`src/hdl/rsd_pkg.sv`:
```
package rsd_pkg;

  localparam int unsigned REG_ADDR_W = 6;

  // Register offsets
  localparam logic [5:0] OFS_RX_DATA_CHAN_A       = 6'h09;
  localparam logic [5:0] OFS_RX_VALID_MASK_CHAN_A = 6'h0a;
  localparam logic [5:0] OFS_RX_DATA_CHAN_B       = 6'h0b;
  localparam logic [5:0] OFS_RX_VALID_MASK_CHAN_B = 6'h0c;
  localparam logic [5:0] OFS_TX_IRQ_ENABLE        = 6'h0d;
  localparam logic [5:0] OFS_TX_IRQ_STATUS        = 6'h0e;
  localparam logic [5:0] OFS_TX_DATA              = 6'h0f;

  // Reset values
  localparam logic [7:0] RST_BYTE      = 8'h00;
  localparam logic [3:0] RST_TX_STATUS = 4'h0;

  // Transmit condition bit positions, shared by enable and status
  localparam int unsigned TXC_EMPTY     = 0;
  localparam int unsigned TXC_DONE      = 1;
  localparam int unsigned TXC_OVERFLOW  = 2;
  localparam int unsigned TXC_UNDERFLOW = 3;
  localparam int unsigned TXC_W         = 4;

  // Bits per serial byte
  localparam logic [3:0] BYTE_BITS = 4'h8;
  localparam logic [3:0] LAST_BIT  = 4'h1;

  localparam logic [7:0] ALL_VALID = 8'hff;

endpackage

```
`src/hdl/rsd_rx_chan.sv`:
```
`timescale 1ns/1ps
// Receive deserializer for one channel: collects bits lsb first and moves
// them, with their valid mask, into the readable data and mask registers.
module rsd_rx_chan (
  // Clock and reset
  input  wire logic       clk,
  input  wire logic       rst,
  // Bits from the correlator
  input  wire logic       bit_stb,
  input  wire logic       bit_val,
  input  wire logic       bit_ok,
  input  wire logic       eof,
  // Readable state
  output logic      [7:0] data,
  output logic      [7:0] mask,
  output logic            full,
  output logic            all_valid
);

  typedef struct packed {
    logic [7:0] data;
    logic [7:0] mask;
    logic [7:0] sh_d;
    logic [7:0] sh_m;
    logic [3:0] cnt;
    logic       full;
  } rsd_rx_st_t;

  rsd_rx_st_t q;
  rsd_rx_st_t d;

  always_comb
  begin
    logic [7:0] sd;
    logic [7:0] sm;
    logic [3:0] n;
    sd = q.sh_d;
    sm = q.sh_m;
    n = q.cnt;
    d = q;
    d.full = 1'b0;
    if (bit_stb)
    begin
      // First bit over the air lands in bit 0
      sd[q.cnt[2:0]] = bit_val;
      sm[q.cnt[2:0]] = bit_ok;
      n = q.cnt + 4'h1;
    end
    // A partial byte is handed over on end of frame; unfilled bits stay 0
    if (n == rsd_pkg::BYTE_BITS || (eof && n != 4'h0))
    begin
      d.data = sd;
      d.mask = sm;
      d.full = 1'b1;
      sd = rsd_pkg::RST_BYTE;
      sm = rsd_pkg::RST_BYTE;
      n = 4'h0;
    end
    d.sh_d = sd;
    d.sh_m = sm;
    d.cnt = n;
  end

  always_ff @(posedge clk or posedge rst)
  begin
    if (rst)
    begin
      q <= '0;
    end
    else
    begin
      q <= d;
    end
  end

  assign data = q.data;
  assign mask = q.mask;
  assign full = q.full;
  // The flag describes exactly the byte held, so the mask need not be read
  assign all_valid = (q.mask == rsd_pkg::ALL_VALID);

  AST_ALL_VALID: assert property (@(posedge clk) disable iff (rst)
    $changed(all_valid) |-> full && (all_valid == &mask))
    else $error("all-valid flag moved without a transfer");

  AST_BYTE_FULL: assert property (@(posedge clk) disable iff (rst)
    (bit_stb && q.cnt == 4'h7) |=> full && q.cnt == 4'h0)
    else $error("eighth bit did not fill the data register");

  AST_FIRST_BIT: assert property (@(posedge clk) disable iff (rst)
    (bit_stb && q.cnt == 4'h0 && !eof) |=> q.sh_d[0] == $past(bit_val)
      && q.sh_m[0] == $past(bit_ok))
    else $error("first received bit not in bit 0");

  AST_EOF_FULL: assert property (@(posedge clk) disable iff (rst)
    (eof && !bit_stb && q.cnt != 4'h0) |=> full
      && data == $past(q.sh_d) && mask == $past(q.sh_m))
    else $error("end of frame did not hand over partial byte");

endmodule

```
`src/hdl/rsd_serdes.sv`:
```
`timescale 1ns/1ps
// Contract
// - Channel A data is read only, resets to zero, first bit in bit 0.
// - Channel A valid mask is read only and marks each valid data bit.
// - With the all-valid flag set all eight channel A bits are valid.
// - Channel B data is read only, resets to zero, first bit in bit 0.
// - Channel B valid mask is read only and marks each valid data bit.
// - With the all-valid flag set all eight channel B bits are valid.
// - Enable resets to 0; bits 3:0 gate underflow, overflow, done, empty.
// - Underflow is seen when sending with no transmit data held.
// - Overflow is seen when data is written before the last byte moved.
// - Done is raised when all data is sent and none remains.
// - Empty is raised when the data byte moves into the shift buffer.
// - Channel full is raised on each byte or end-of-frame transfer.
// - Status bits set and read regardless of the enable bits.
// - The transmit byte goes out bit 0 first through bit 7.
module rsd_serdes (
  // Clock and reset
  input  wire logic       clk,
  input  wire logic       rst,
  // Register port
  input  wire logic [5:0] reg_addr,
  input  wire logic       reg_wr,
  input  wire logic       reg_rd,
  input  wire logic [7:0] reg_wdata,
  output logic      [7:0] reg_rdata,
  // Receive channel A
  input  wire logic       rxa_bit_stb,
  input  wire logic       rxa_bit,
  input  wire logic       rxa_bit_ok,
  input  wire logic       rxa_eof,
  output logic            rxa_full,
  output logic            rxa_all_valid,
  // Receive channel B
  input  wire logic       rxb_bit_stb,
  input  wire logic       rxb_bit,
  input  wire logic       rxb_bit_ok,
  input  wire logic       rxb_eof,
  output logic            rxb_full,
  output logic            rxb_all_valid,
  // Transmit serial side
  input  wire logic       tx_enable,
  input  wire logic       tx_bit_tick,
  output logic            tx_bit,
  output logic            tx_irq
);

  typedef struct packed {
    logic [3:0] irq_en;
    logic [7:0] hold;
    logic       hold_full;
    logic [7:0] shift;
    logic [3:0] cnt;
    logic       tx_bit;
    logic [3:0] stat;
    logic [7:0] rdata;
  } rsd_top_st_t;

  rsd_top_st_t q;
  rsd_top_st_t d;

  logic [7:0] rxa_data;
  logic [7:0] rxa_mask;
  logic [7:0] rxb_data;
  logic [7:0] rxb_mask;

  rsd_rx_chan u_rx_a (
    .clk       (clk),
    .rst       (rst),
    .bit_stb   (rxa_bit_stb),
    .bit_val   (rxa_bit),
    .bit_ok    (rxa_bit_ok),
    .eof       (rxa_eof),
    .data      (rxa_data),
    .mask      (rxa_mask),
    .full      (rxa_full),
    .all_valid (rxa_all_valid)
  );

  rsd_rx_chan u_rx_b (
    .clk       (clk),
    .rst       (rst),
    .bit_stb   (rxb_bit_stb),
    .bit_val   (rxb_bit),
    .bit_ok    (rxb_bit_ok),
    .eof       (rxb_eof),
    .data      (rxb_data),
    .mask      (rxb_mask),
    .full      (rxb_full),
    .all_valid (rxb_all_valid)
  );

  always_comb
  begin
    logic [3:0] set_v;
    logic [3:0] clr_v;
    logic       loaded;
    set_v = 4'h0;
    clr_v = 4'h0;
    loaded = 1'b0;
    d = q;
    if (tx_bit_tick && tx_enable)
    begin
      if (q.cnt == 4'h0)
      begin
        if (q.hold_full)
        begin
          // Load and send bit 0 on the same tick
          d.tx_bit = q.hold[0];
          d.shift = {1'b0, q.hold[7:1]};
          d.cnt = rsd_pkg::BYTE_BITS - 4'h1;
          d.hold_full = 1'b0;
          loaded = 1'b1;
          set_v[rsd_pkg::TXC_EMPTY] = 1'b1;
        end
        else
        begin
          set_v[rsd_pkg::TXC_UNDERFLOW] = 1'b1;
        end
      end
      else
      begin
        d.tx_bit = q.shift[0];
        d.shift = {1'b0, q.shift[7:1]};
        d.cnt = q.cnt - 4'h1;
        if (q.cnt == rsd_pkg::LAST_BIT && !q.hold_full)
        begin
          set_v[rsd_pkg::TXC_DONE] = 1'b1;
        end
      end
    end
    if (reg_wr && reg_addr == rsd_pkg::OFS_TX_DATA)
    begin
      // The unsent byte is overwritten; software learns of it by the flag
      if (q.hold_full && !loaded)
      begin
        set_v[rsd_pkg::TXC_OVERFLOW] = 1'b1;
      end
      d.hold = reg_wdata;
      d.hold_full = 1'b1;
    end
    if (reg_wr && reg_addr == rsd_pkg::OFS_TX_IRQ_ENABLE)
    begin
      // Reserved upper bits are not stored and read as zero
      d.irq_en = reg_wdata[3:0];
    end
    if (reg_rd)
    begin
      if (reg_addr == rsd_pkg::OFS_TX_IRQ_STATUS)
      begin
        clr_v = q.stat;
      end
      case (reg_addr)
        rsd_pkg::OFS_RX_DATA_CHAN_A:       d.rdata = rxa_data;
        rsd_pkg::OFS_RX_VALID_MASK_CHAN_A: d.rdata = rxa_mask;
        rsd_pkg::OFS_RX_DATA_CHAN_B:       d.rdata = rxb_data;
        rsd_pkg::OFS_RX_VALID_MASK_CHAN_B: d.rdata = rxb_mask;
        rsd_pkg::OFS_TX_IRQ_ENABLE:        d.rdata = {4'h0, q.irq_en};
        rsd_pkg::OFS_TX_IRQ_STATUS:        d.rdata = {4'h0, q.stat};
        default:                           d.rdata = rsd_pkg::RST_BYTE;
      endcase
    end
    // Set wins over read clear so no event is lost
    d.stat = (q.stat & ~clr_v) | set_v;
  end

  always_ff @(posedge clk or posedge rst)
  begin
    if (rst)
    begin
      q <= '0;
    end
    else
    begin
      q <= d;
    end
  end

  assign reg_rdata = q.rdata;
  assign tx_bit = q.tx_bit;
  assign tx_irq = |(q.stat & q.irq_en);

  AST_UNDERFLOW: assert property (@(posedge clk) disable iff (rst)
    (tx_bit_tick && tx_enable && q.cnt == 4'h0 && !q.hold_full)
      |=> q.stat[3])
    else $error("underflow not flagged");

  AST_OVERFLOW: assert property (@(posedge clk) disable iff (rst)
    (reg_wr && reg_addr == 6'h0f && q.hold_full
      && !(tx_bit_tick && tx_enable && q.cnt == 4'h0)) |=> q.stat[2])
    else $error("overflow not flagged");

  AST_EMPTY_LOAD: assert property (@(posedge clk) disable iff (rst)
    (tx_bit_tick && tx_enable && q.cnt == 4'h0 && q.hold_full)
      |=> q.stat[0] && q.cnt == 4'h7 && tx_bit == $past(q.hold[0]))
    else $error("byte move did not flag empty and send bit 0");

  AST_DONE: assert property (@(posedge clk) disable iff (rst)
    (tx_bit_tick && tx_enable && q.cnt == 4'h1 && !q.hold_full)
      |=> q.stat[1] && q.cnt == 4'h0)
    else $error("done not flagged after last bit");

  AST_LSB_ORDER: assert property (@(posedge clk) disable iff (rst)
    (tx_bit_tick && tx_enable && q.cnt != 4'h0)
      |=> tx_bit == $past(q.shift[0]))
    else $error("transmit bit order wrong");

  AST_EN_WRITE: assert property (@(posedge clk) disable iff (rst)
    (reg_wr && reg_addr == 6'h0d) |=> q.irq_en == $past(reg_wdata[3:0]))
    else $error("enable register did not take write");

  AST_POLL: assert property (@(posedge clk) disable iff (rst)
    (q.irq_en == 4'h0 && tx_bit_tick && tx_enable && q.cnt == 4'h0
      && !q.hold_full && !reg_wr) |=> q.stat[3] && !tx_irq)
    else $error("status not set while disabled");

  AST_IRQ: assert property (@(posedge clk) disable iff (rst)
    (q.irq_en[0] && !reg_wr && tx_bit_tick && tx_enable && q.cnt == 4'h0
      && q.hold_full) |=> tx_irq)
    else $error("enabled pending condition without interrupt");

  AST_RX_READ: assert property (@(posedge clk) disable iff (rst)
    (reg_rd && reg_addr == 6'h09) |=> reg_rdata == $past(rxa_data))
    else $error("channel A data read wrong");

endmodule

```
`config.mk`:
```
export PLATFORM = sky130hd
export DESIGN_NAME = rsd_serdes
export DESIGN_NICKNAME = d
export VERILOG_FILES = /design/src/hdl/rsd_pkg.sv /design/src/hdl/rsd_rx_chan.sv /design/src/hdl/rsd_serdes.sv
export SDC_FILE = /design/constraint.sdc
export NUM_CORES = 1
export LEC_CHECK = 0
export BUFFER_PORTS_ARGS = -buffer_cell sky130_fd_sc_hd__buf_2
export CAP_MARGIN = 20
export CORE_ASPECT_RATIO = 1.25
export CORE_MARGIN = 3
export CORE_UTILIZATION = 50
export DETAILED_ROUTE_END_ITERATION = 16
export PLACE_DENSITY = 0.77
export SLEW_MARGIN = 0
export SYNTH_ARGS = -nofsm -noshare
export SYNTH_HDL_FRONTEND = slang
export SYNTH_SLANG_ARGS = --single-unit
```
`constraint.sdc`:
```
create_clock -name clk -period 5.3 [get_ports clk]
set_input_delay 0.265 -clock clk [delete_from_list [all_inputs] [get_ports clk]]
set_output_delay 0.265 -clock clk [all_outputs]
set_load 0.005 [all_outputs]
```
* Yosys cells after proc, flatten, opt, wreduce, memory -nomap -nowiden
Index checks and enable logic that the tools add are counted.
Storage, ports and cells: bits in registers 112, latch bits 0, memory bits (writable) 0, memory bits (read-only) 0, bits of input ports 28, output and inout bits 14, memories kept 0
Operators by class: add/sub/neg operators 3, multipliers 0, divide/modulo/power cells 0, order comparisons 4, equal/unequal tests 13, shifts and indexed selects 0, multiplexer cells 41, bitwise logic cells 4, reduce and logical (&&, ||, !) cells 21
Operator list (count):
- $mux W8 | 8
- $pmux W8 S6 | 1
- $eq A6 B4 Y1 const B | 7
- $bwmux W8 | 4
- $mux W13 | 2
- $mux W4 | 6
- $eq A8 B8 Y1 const B | 2
- $mux W1 | 16
- $mux W14 | 1
- $logic_and A1 B1 Y1 | 9
- $add A4 B1 Y4 const B | 2
- $and A4 B4 Y4 | 2
- $eq A4 B4 Y1 const B | 2
- $lt A3 B4 Y1 const B | 2
- $reduce_bool A4 Y1 | 2
- $demux W1 S3 | 2
- $ge A3 B1 Y1 const B | 2
- $eq A4 B1 Y1 const B | 1
- $logic_not A4 Y1 | 1
- $not A4 Y4 | 1
- $or A4 B4 Y4 | 1
- $reduce_and A2 Y1 | 2
- $reduce_bool A2 Y1 | 2
- $reduce_or A4 Y1 | 1
- other kinds (5) | 7

* Logic depth before layout (Yosys ltp)
Gate-level depths: netlist (run 1).
word-level depth 8, gate-level depth with buffers 8, mapped depth without buffers 6

* Modules after synthesis
A second synthesis (run 1) with hierarchy kept.
Unflattened totals: cells, all modules 484, area total of the unflattened synthesis 5585.4 µm²
By module, submodules not included:
- rsd_serdes | instances 1, cells each 177, area each 2018.2 µm², seq. area each 925.9 µm²
- rsd_rx_chan at u_rx_b | instances 1, cells each 153, area each 1791.7 µm², seq. area each 925.9 µm²
- rsd_rx_chan at u_rx_a | instances 1, cells each 154, area each 1775.5 µm², seq. area each 925.9 µm²

* Worst setup path before layout (run 1)
No wires, ideal clock.
path kind flip-flop to flip-flop, from register u_rx_b.q[1] in the netlist's numbering, to register u_rx_b.q, in the netlist u_rx_b.data[7], setup time 0.125 ns, data arrival time 1.841 ns, setup slack 3.334 ns, cell stages (with the launch flop) 8, path buffers 1, clock period less this slack 1.966 ns, cells stage by stage dfrtp_1 -> ha_1 -> nor2_1 -> a31oi_2 -> o32ai_2 -> mux2_4 -> buf_8 -> mux2_4
On the way: longest elaborated chain between the ends 6, elaborated cells on any way between the ends 13, classes of those cells add/sub: 1; order compare: 2; eq/ne: 1; mux: 5; reduce/logical: 4
RTL lines:
- start: declaration | line rsd_rx_chan.sv:29 | rsd_rx_st_t q;
- start signal: assignment | line rsd_rx_chan.sv:68 | q <= '0;
- start signal: assignment | line rsd_rx_chan.sv:72 | q <= d;
- $lt A3 B4 Y1 (implied by the code) / $ge A3 B1 Y1 (equally long branches) | line rsd_rx_chan.sv:45 | sd[q.cnt[2:0]] = bit_val;
- $logic_and A1 B1 Y1 (implied by the code) | line rsd_rx_chan.sv:45
- $mux W1 (implied by the code) | line rsd_rx_chan.sv:45
- $demux W1 S3
- $bwmux W8 | line rsd_rx_chan.sv:45
- $mux W8 | line rsd_rx_chan.sv:42 | if (bit_stb)
Parallel ways exist; a longest one is shown, timed or not. A chain may end at the register's enable or synchronous reset.

* Final worst setup path (run 1)
from register u_rx_b.q[1] in the netlist's numbering, to register u_rx_b.q, in the netlist u_rx_b.mask[7]
On the way: longest elaborated chain between the ends 6, elaborated cells on any way between the ends 13, classes of those cells add/sub: 1; order compare: 2; eq/ne: 1; mux: 5; reduce/logical: 4
RTL lines:
- $lt A3 B4 Y1 (implied by the code) / $ge A3 B1 Y1 (equally long branches) | line rsd_rx_chan.sv:46 | sm[q.cnt[2:0]] = bit_ok;
- $logic_and A1 B1 Y1 (implied by the code) | line rsd_rx_chan.sv:46
- $mux W1 (implied by the code) | line rsd_rx_chan.sv:46
- $demux W1 S3
- $bwmux W8 | line rsd_rx_chan.sv:46
- $mux W8 | line rsd_rx_chan.sv:42
Parallel ways exist; a longest one is shown, timed or not.

==> impl_metrics.json, run 1 <==
{
  "critical_path.cell_chain": "ha_1 -> nor2_1 -> a31oi_2 -> o32ai_2 -> mux2_4 -> mux2_4",
  "routed_wl_um": 10100,
  "setup_tns_ps": 0,
  "htree_levels": 3,
  "status": "complete, no violations",
  "hold_class": "in -> reg",
  "fin_crit_sh": 0.445,
  "finalCriticalPeriod_ps": 2360,
  "final_antenna_net_count": 0,
  "layout_setup_ws_ps": 2940,
  "critPathMaxStageDelay_ps": 530,
  "synth_edf_count": 0,
  "clk_path_buf_depth": 2,
  "hold_depth": 2,
  "ys_ff_latch": 111,
  "rr_startpoint": "u_rx_b.q[1]",
  "leakage_nw": 2.75,
  "ys_top_cells_by_area": "dfrtp_1, mux2i_1, mux2_2",
  "die_h_um": 121,
  "portBuffers": 41,
  "grt_pass1_vias": 3445,
  "reg2regPathDepth": 6,
  "avgViaCountPerCell": 5.43,
  "crit_top_cell": "mux2_4",
  "end_kind": "flop",
  "drcViolationCount": 0,
  "yosys.area.top_type": "dfrtp_1",
  "pre_cts_ws_ps": 2950,
  "cts_root_buffer": "clkbuf_16",
  "ys_top_cells_by_count": "dfrtp_1, mux2i_1, nor2_1, inv_1, nand2_1",
  "crit_fanout": 36,
  "synthDistinctLibCells": 46,
  "cp_num_buf_inv": 0,
  "std_cell_rows": 41,
  "firstDrtPassIters": 7,
  "vdd_drop_max_uv": 200,
  "setup_viol": 0,
  "ys_seq_area_frac": 0.528,
  "cpLargestDelayFamily": "multiplexers",
  "p_total_mw": 2.40,
  "grt_max_degree": 72,
  "grt_overflow": 0,
  "drt-wirelength-per-cell_um": 16.1,
  "cts_buffers": 9,
  "crit_arrival_ps": 2590,
  "fin_util": 0.558,
  "path_clk_slew_ps": 70,
  "reg2reg_slack_ps": 2940,
  "place.gp.congestion": 0.882,
  "cts_setup_buffers": 0,
  "crit_path_start_kind": "flop",
  "hold_viol": 0,
  "antenna_found_initial": 0,
  "die_x_um": 97.7,
  "fin_skew_ps": 9.27,
  "initial_core_util": 0.518,
  "p_per_area_mw_per_mm2": 424,
  "yosysWarnings": 0,
  "clk_latency_ps": 350,
  "vias": 3411,
  "slew_viol_final": 0,
  "async_flop_share": 1.00,
  "area_growth_pct": 7.88,
  "synth_most_common_cell": "dfrtp_1",
  "cap_violations": 0,
  "yosysTopAreaCellShare": 0.528,
  "die_area_mm2": 0.0118,
  "grt.total_usage": 0.183,
  "drt_iter0_drc": 181,
  "post_dp_cell_area_mm2": 0.00539,
  "whs_ps": 85.2,
  "cts_tree": "done",
  "worstHoldStart": "rxa_eof",
  "drive_gt1_frac": 0.168,
  "ctsResizeCount": 0,
  "grt_pass1_wl_um": 17000,
  "dp_cells": 611,
  "fin_nets": 526,
  "final_area_mm2": 0.00567,
  "rsz0062_at_grt": "no",
  "io_pins": 42,
  "diodes": 0,
  "r2r-end": "u_rx_b.mask[7]",
  "synth_fp_nets": 507,
  "synthFlopType": "dfrtp_1",
  "required_ps": 5540,
  "finish.cell_count_without_fillers": 628,
  "worstSetupPathType": "reg -> reg",
  "relSlewSlack": 0.434,
  "synth_area_per_cell_um2": 11.1,
  "core_mm2": 0.0102,
  "slowest_stage": "mux2_4",
  "worstMarginPinSlew_ps": 849,
  "hpwl_um": 7210,
  "hold_path_end": "u_rx_a.q[4]",
  "clock-sinks": 111,
  "fmax_mhz": 424,
  "synth_cells": 475,
  "syn_area_mm2": 0.00526
}
[sequential cells by signal (all words and copies together) (netlist names)]
| signal | flops |
|---|---|
| reg_rdata | 8 |
| u_rx_b.full | 1 |
| u_rx_b.mask | 8 |
| u_rx_b.q | 20 |
| q | 28 |
| u_rx_a.data | 8 |
| tx_bit | 1 |
| u_rx_a.full | 1 |
| u_rx_a.q | 20 |
| u_rx_b.data | 8 |
| u_rx_a.mask | 8 |
[how the worst max path moves through the flow]
stage                start              to  slack (ps)  cells past startpoint
2_1_floorplan          rst           q[10]        2100                      1
3_3_place_gp   u_rx_b.q[1]  u_rx_b.mask[7]        3030                      6
3_5_place_dp   u_rx_b.q[1]  u_rx_b.mask[7]        2950                      6
4_1_cts        u_rx_b.q[1]  u_rx_b.mask[7]        2940                      6
5_1_grt        u_rx_a.q[1]  u_rx_a.mask[7]        2810                      6
6_report       u_rx_b.q[1]  u_rx_b.mask[7]        2940                      6
[placed cells by master (no fill, tap or decap), types with 3 or more instances in the layout]
master,netlist,routed
nor3b_1,6,6
nor2b_1,7,7
nor3_1,7,7
a22o_1,4,4
nand2_1,31,31
nand4b_1,4,4
buf_2,6,41
dfrtp_1,111,111
mux2_4,4,4
mux2i_1,69,69
inv_1,40,39
ha_1,4,4
mux2_2,17,17
a221oi_1,3,3
nand4_1,9,9
nor2_1,47,47
a21oi_1,8,8
xnor2_1,4,4
nand3_1,5,5
clkbuf_16,0,9
a211o_1,3,3
a22oi_1,7,7
o21ai_0,24,24
[per-layer routing]
layer  share of wire  routed length (um)  up-vias  track usage
met2            0.49                4940       68        0.289
li1                -                   -     1645            -
met1            0.44                4410     1674        0.236
met3           0.038                 385       24       0.0317
met4           0.036                 359        0        0.107
met5               0                   0        -            0
[cell type report]
type | count | area (um2)
repair buffers | 43 | 223
well taps | 129 | 161
multi-input cells | 289 | 2080
flip-flops and latches | 111 | 2780
clock buffers | 11 | 243
inverters | 40 | 153
fillers | 885 | 4490
clock inverters | 5 | 33.8
[timing repair]
item                                    in CTS  in global routing
hold endpoints to repair                    40                  0
hold buffers                                 1                  0
endpoints found under the setup margin       0                  0
[power by group]
part | switching (mW) | internal [mW]
clock network | 0.298 | 0.331
logic | 0.339 | 0.263
registers | 0.149 | 1.02
total | 0.785 | 1.62
[cells by family (layout without fill, tap and decap cells)]
family          after synthesis  count (layout)  share of synthesized area
fa+ha+maj                     4               4                    0.00952
buf+inv                      75              99                     0.0759
simple gates                127             127                      0.117
compound gates               60              60                     0.0762
xor+xnor                      6               6                     0.0100
flops                       111             111                      0.528
mux                          92              92                      0.183
[worst reg2reg max path, delay by kind of cell (launching register included)]
| kind | cells | cell delay [ps] |
|---|---|---|
| flops | 1 | 510 |
| fa+ha+maj | 1 | 400 |
| compound gates | 2 | 290 |
| mux | 2 | 890 |
| simple gates | 1 | 150 |
Power figures use the tool's default switching activity.
==> inputs of run 2 (changes only) <==
--- a/config.mk
+++ b/config.mk
@@ -11,7 +11,7 @@
 export CORE_MARGIN = 3
 export CORE_UTILIZATION = 50
 export DETAILED_ROUTE_END_ITERATION = 16
-export PLACE_DENSITY = 0.77
+export PLACE_DENSITY = 0.8
 export SLEW_MARGIN = 0
 export SYNTH_ARGS = -nofsm -noshare
 export SYNTH_HDL_FRONTEND = slang
==> constraint.sdc (replaced) <==
create_clock -name clk -period 2.07 [get_ports clk]
set_input_delay 0.1035 -clock clk [delete_from_list [all_inputs] [get_ports clk]]
set_output_delay 0.1035 -clock clk [all_outputs]
set_load 0.005 [all_outputs]
==> run 2 against run 1 <==
Clock power increased to 2.6 times the previous value. Wire length increased by 4.5%. Critical path type unchanged. Highest routed layer unchanged. Via count increased by 4.3%. Maximum frequency increased by 17%. Largest cell class unchanged.
==> impl_metrics.json, run 2 (synthesized netlist as in run 1, its figures left out) <==
{
  "status": "complete, no violations",
  "grt_pass1_wl_um": 17400,
  "combPwrFrac": 0.282,
  "critPathLaunch": "u_rx_a.q[1]",
  "worstMarginPinSlew_ps": 565,
  "grt_max_degree": 69,
  "p_per_area_mw_per_mm2": 1080,
  "whs_ps": 17.4,
  "relSlewSlack": 0.620,
  "power.internal_mw": 4.30,
  "p_sw_frac": 0.323,
  "path_clk_slew_ps": 70,
  "fin_skew_ps": 4.31,
  "setup_tns_ps": 0,
  "die_area_mm2": 0.0118,
  "die_h_um": 121,
  "cts_setup_buffers": 0,
  "leakage_nw": 2.85,
  "worstHoldStart": "reg_wdata[1]",
  "drt_iter0_drc": 156,
  "diodes": 0,
  "std_cell_rows": 41,
  "cts_tree": "done",
  "cap_violations": 0,
  "worstSetupPathType": "reg -> reg",
  "grt_pass1_vias": 3644,
  "final_common_cell": "dfrtp_1",
  "htree_levels": 3,
  "crit_fanout": 12,
  "setup_viol": 0,
  "seqPwrFrac": 0.460,
  "clk_latency_ps": 340,
  "routed_wl_um": 10500,
  "place.gp.congestion": 0.854,
  "required_ps": 2290,
  "portBuffers": 41,
  "fin_nets": 546,
  "fin_crit_sh": 0.977,
  "slew_viol_final": 0,
  "grt_overflow": 0,
  "drt-wirelength-per-cell_um": 16.3,
  "antenna_found_initial": 0,
  "initial_core_util": 0.518,
  "crit_arrival_ps": 2250,
  "fmax_mhz": 494,
  "vdd_drop_max_uv": 449,
  "io_pins": 42,
  "clkPwrFrac": 0.258,
  "rr_startpoint": "u_rx_a.q[1]",
  "grt.total_usage": 0.184,
  "end_kind": "flop",
  "final_cell_mix": "dfrtp_1, mux2i_1, nor2_1, buf_2, inv_1",
  "largest_register": "q",
  "rsz0062_at_grt": "no",
  "p_sw_mw": 2.05,
  "hold_class": "in -> reg",
  "clk_path_buf_depth": 2,
  "area_growth_pct": 11.8,
  "finalCriticalPeriod_ps": 2020,
  "vias": 3559,
  "firstDrtPassIters": 4,
  "avgViaCountPerCell": 5.50,
  "cts_root_buffer": "clkbuf_16",
  "die_x_um": 97.7,
  "core_mm2": 0.0102,
  "final_antenna_net_count": 0,
  "top_regs": "q: 28 flops, u_rx_a.q: 20 flops, u_rx_b.q: 20 flops",
  "drive_gt1_frac": 0.183,
  "crit_path_start_kind": "flop",
  "cts_buffers": 9,
  "drcViolationCount": 0,
  "clock-sinks": 111,
  "largest_reg_flops": 28,
  "hpwl_um": 7490,
  "hold_viol": 0
}
## run 2: area by class of cell
| cell class | instances | area [um2] |
|---|---|---|
| Fill cell | 850 | 4280 |
| Sequential cell | 111 | 2780 |
| Multi-Input combinational cell | 289 | 2080 |
| Timing Repair Buffer | 63 | 428 |
| Clock buffer | 13 | 260 |
| Tap cell | 129 | 161 |
| Inverter | 40 | 154 |
| Clock inverter | 2 | 16.3 |
## run 2: power groups by stage
stage / Sequential (mW) / Combinational, mW / Clock (mW)
2_1_floorplan: 2.85 / 1.48 / 0
4_1_cts: 2.92 / 1.81 / 1.65
3_3_place_gp: 2.94 / 1.68 / 0
3_5_place_dp: 2.96 / 1.78 / 0
6_report: 2.92 / 1.79 / 1.64
5_1_grt: 2.98 / 1.98 / 1.73
## run 2: worst paths after layout
check	endpoint	slack [ps]	depth (start not counted)
min in group asynchronous	u_rx_a.data[1]	340	3
setup reg to reg	u_rx_a.mask[7]	50	6
hold reg to reg	q[14]	490	2
max in group asynchronous	q[15]	1040	4
hold / removal	q[27]	20	2
setup / recovery	u_rx_a.mask[7]	50	6
## run 2: worst max-delay path, stage by stage (launching register included)
cell and delay [ps]:
dfrtp_1 390, ha_1 340, nor2_1 120, a31oi_1 100, o22ai_2 190, mux2_4 410
mux2_1 350
## run 2: layer usage
metal	vias up	global-route usage	wire [um]
li1	1690	-	-
met1	1760	0.228	4510
met2	82	0.315	5390
met3	27	0.0254	308
met4	0	0.0970	335
met5	-	0	0
## run 2: metrics by stage
stage / area, um2 / setup WS, ps / total power [mW] / instances / util
floorplan: 5260 / 104 / 4.34 / 475 / -
global placement: 5520 / 123 / 4.63 / 624 / 0.544
detailed placement: 5520 / 68.4 / 4.73 / 624 / 0.544
CTS: 5880 / 51.5 / 6.38 / 647 / 0.579
global route: 5880 / 0.827 / 6.69 / 647 / 0.579
finish: 5880 / 46.7 / 6.35 / 647 / 0.579
## run 2: repair_timing
item                       4_1_cts  5_1_grt
setup endpoints to repair        0        6
gates resized for setup          0        0
hold buffers                     8        0
hold endpoints to repair        29        0
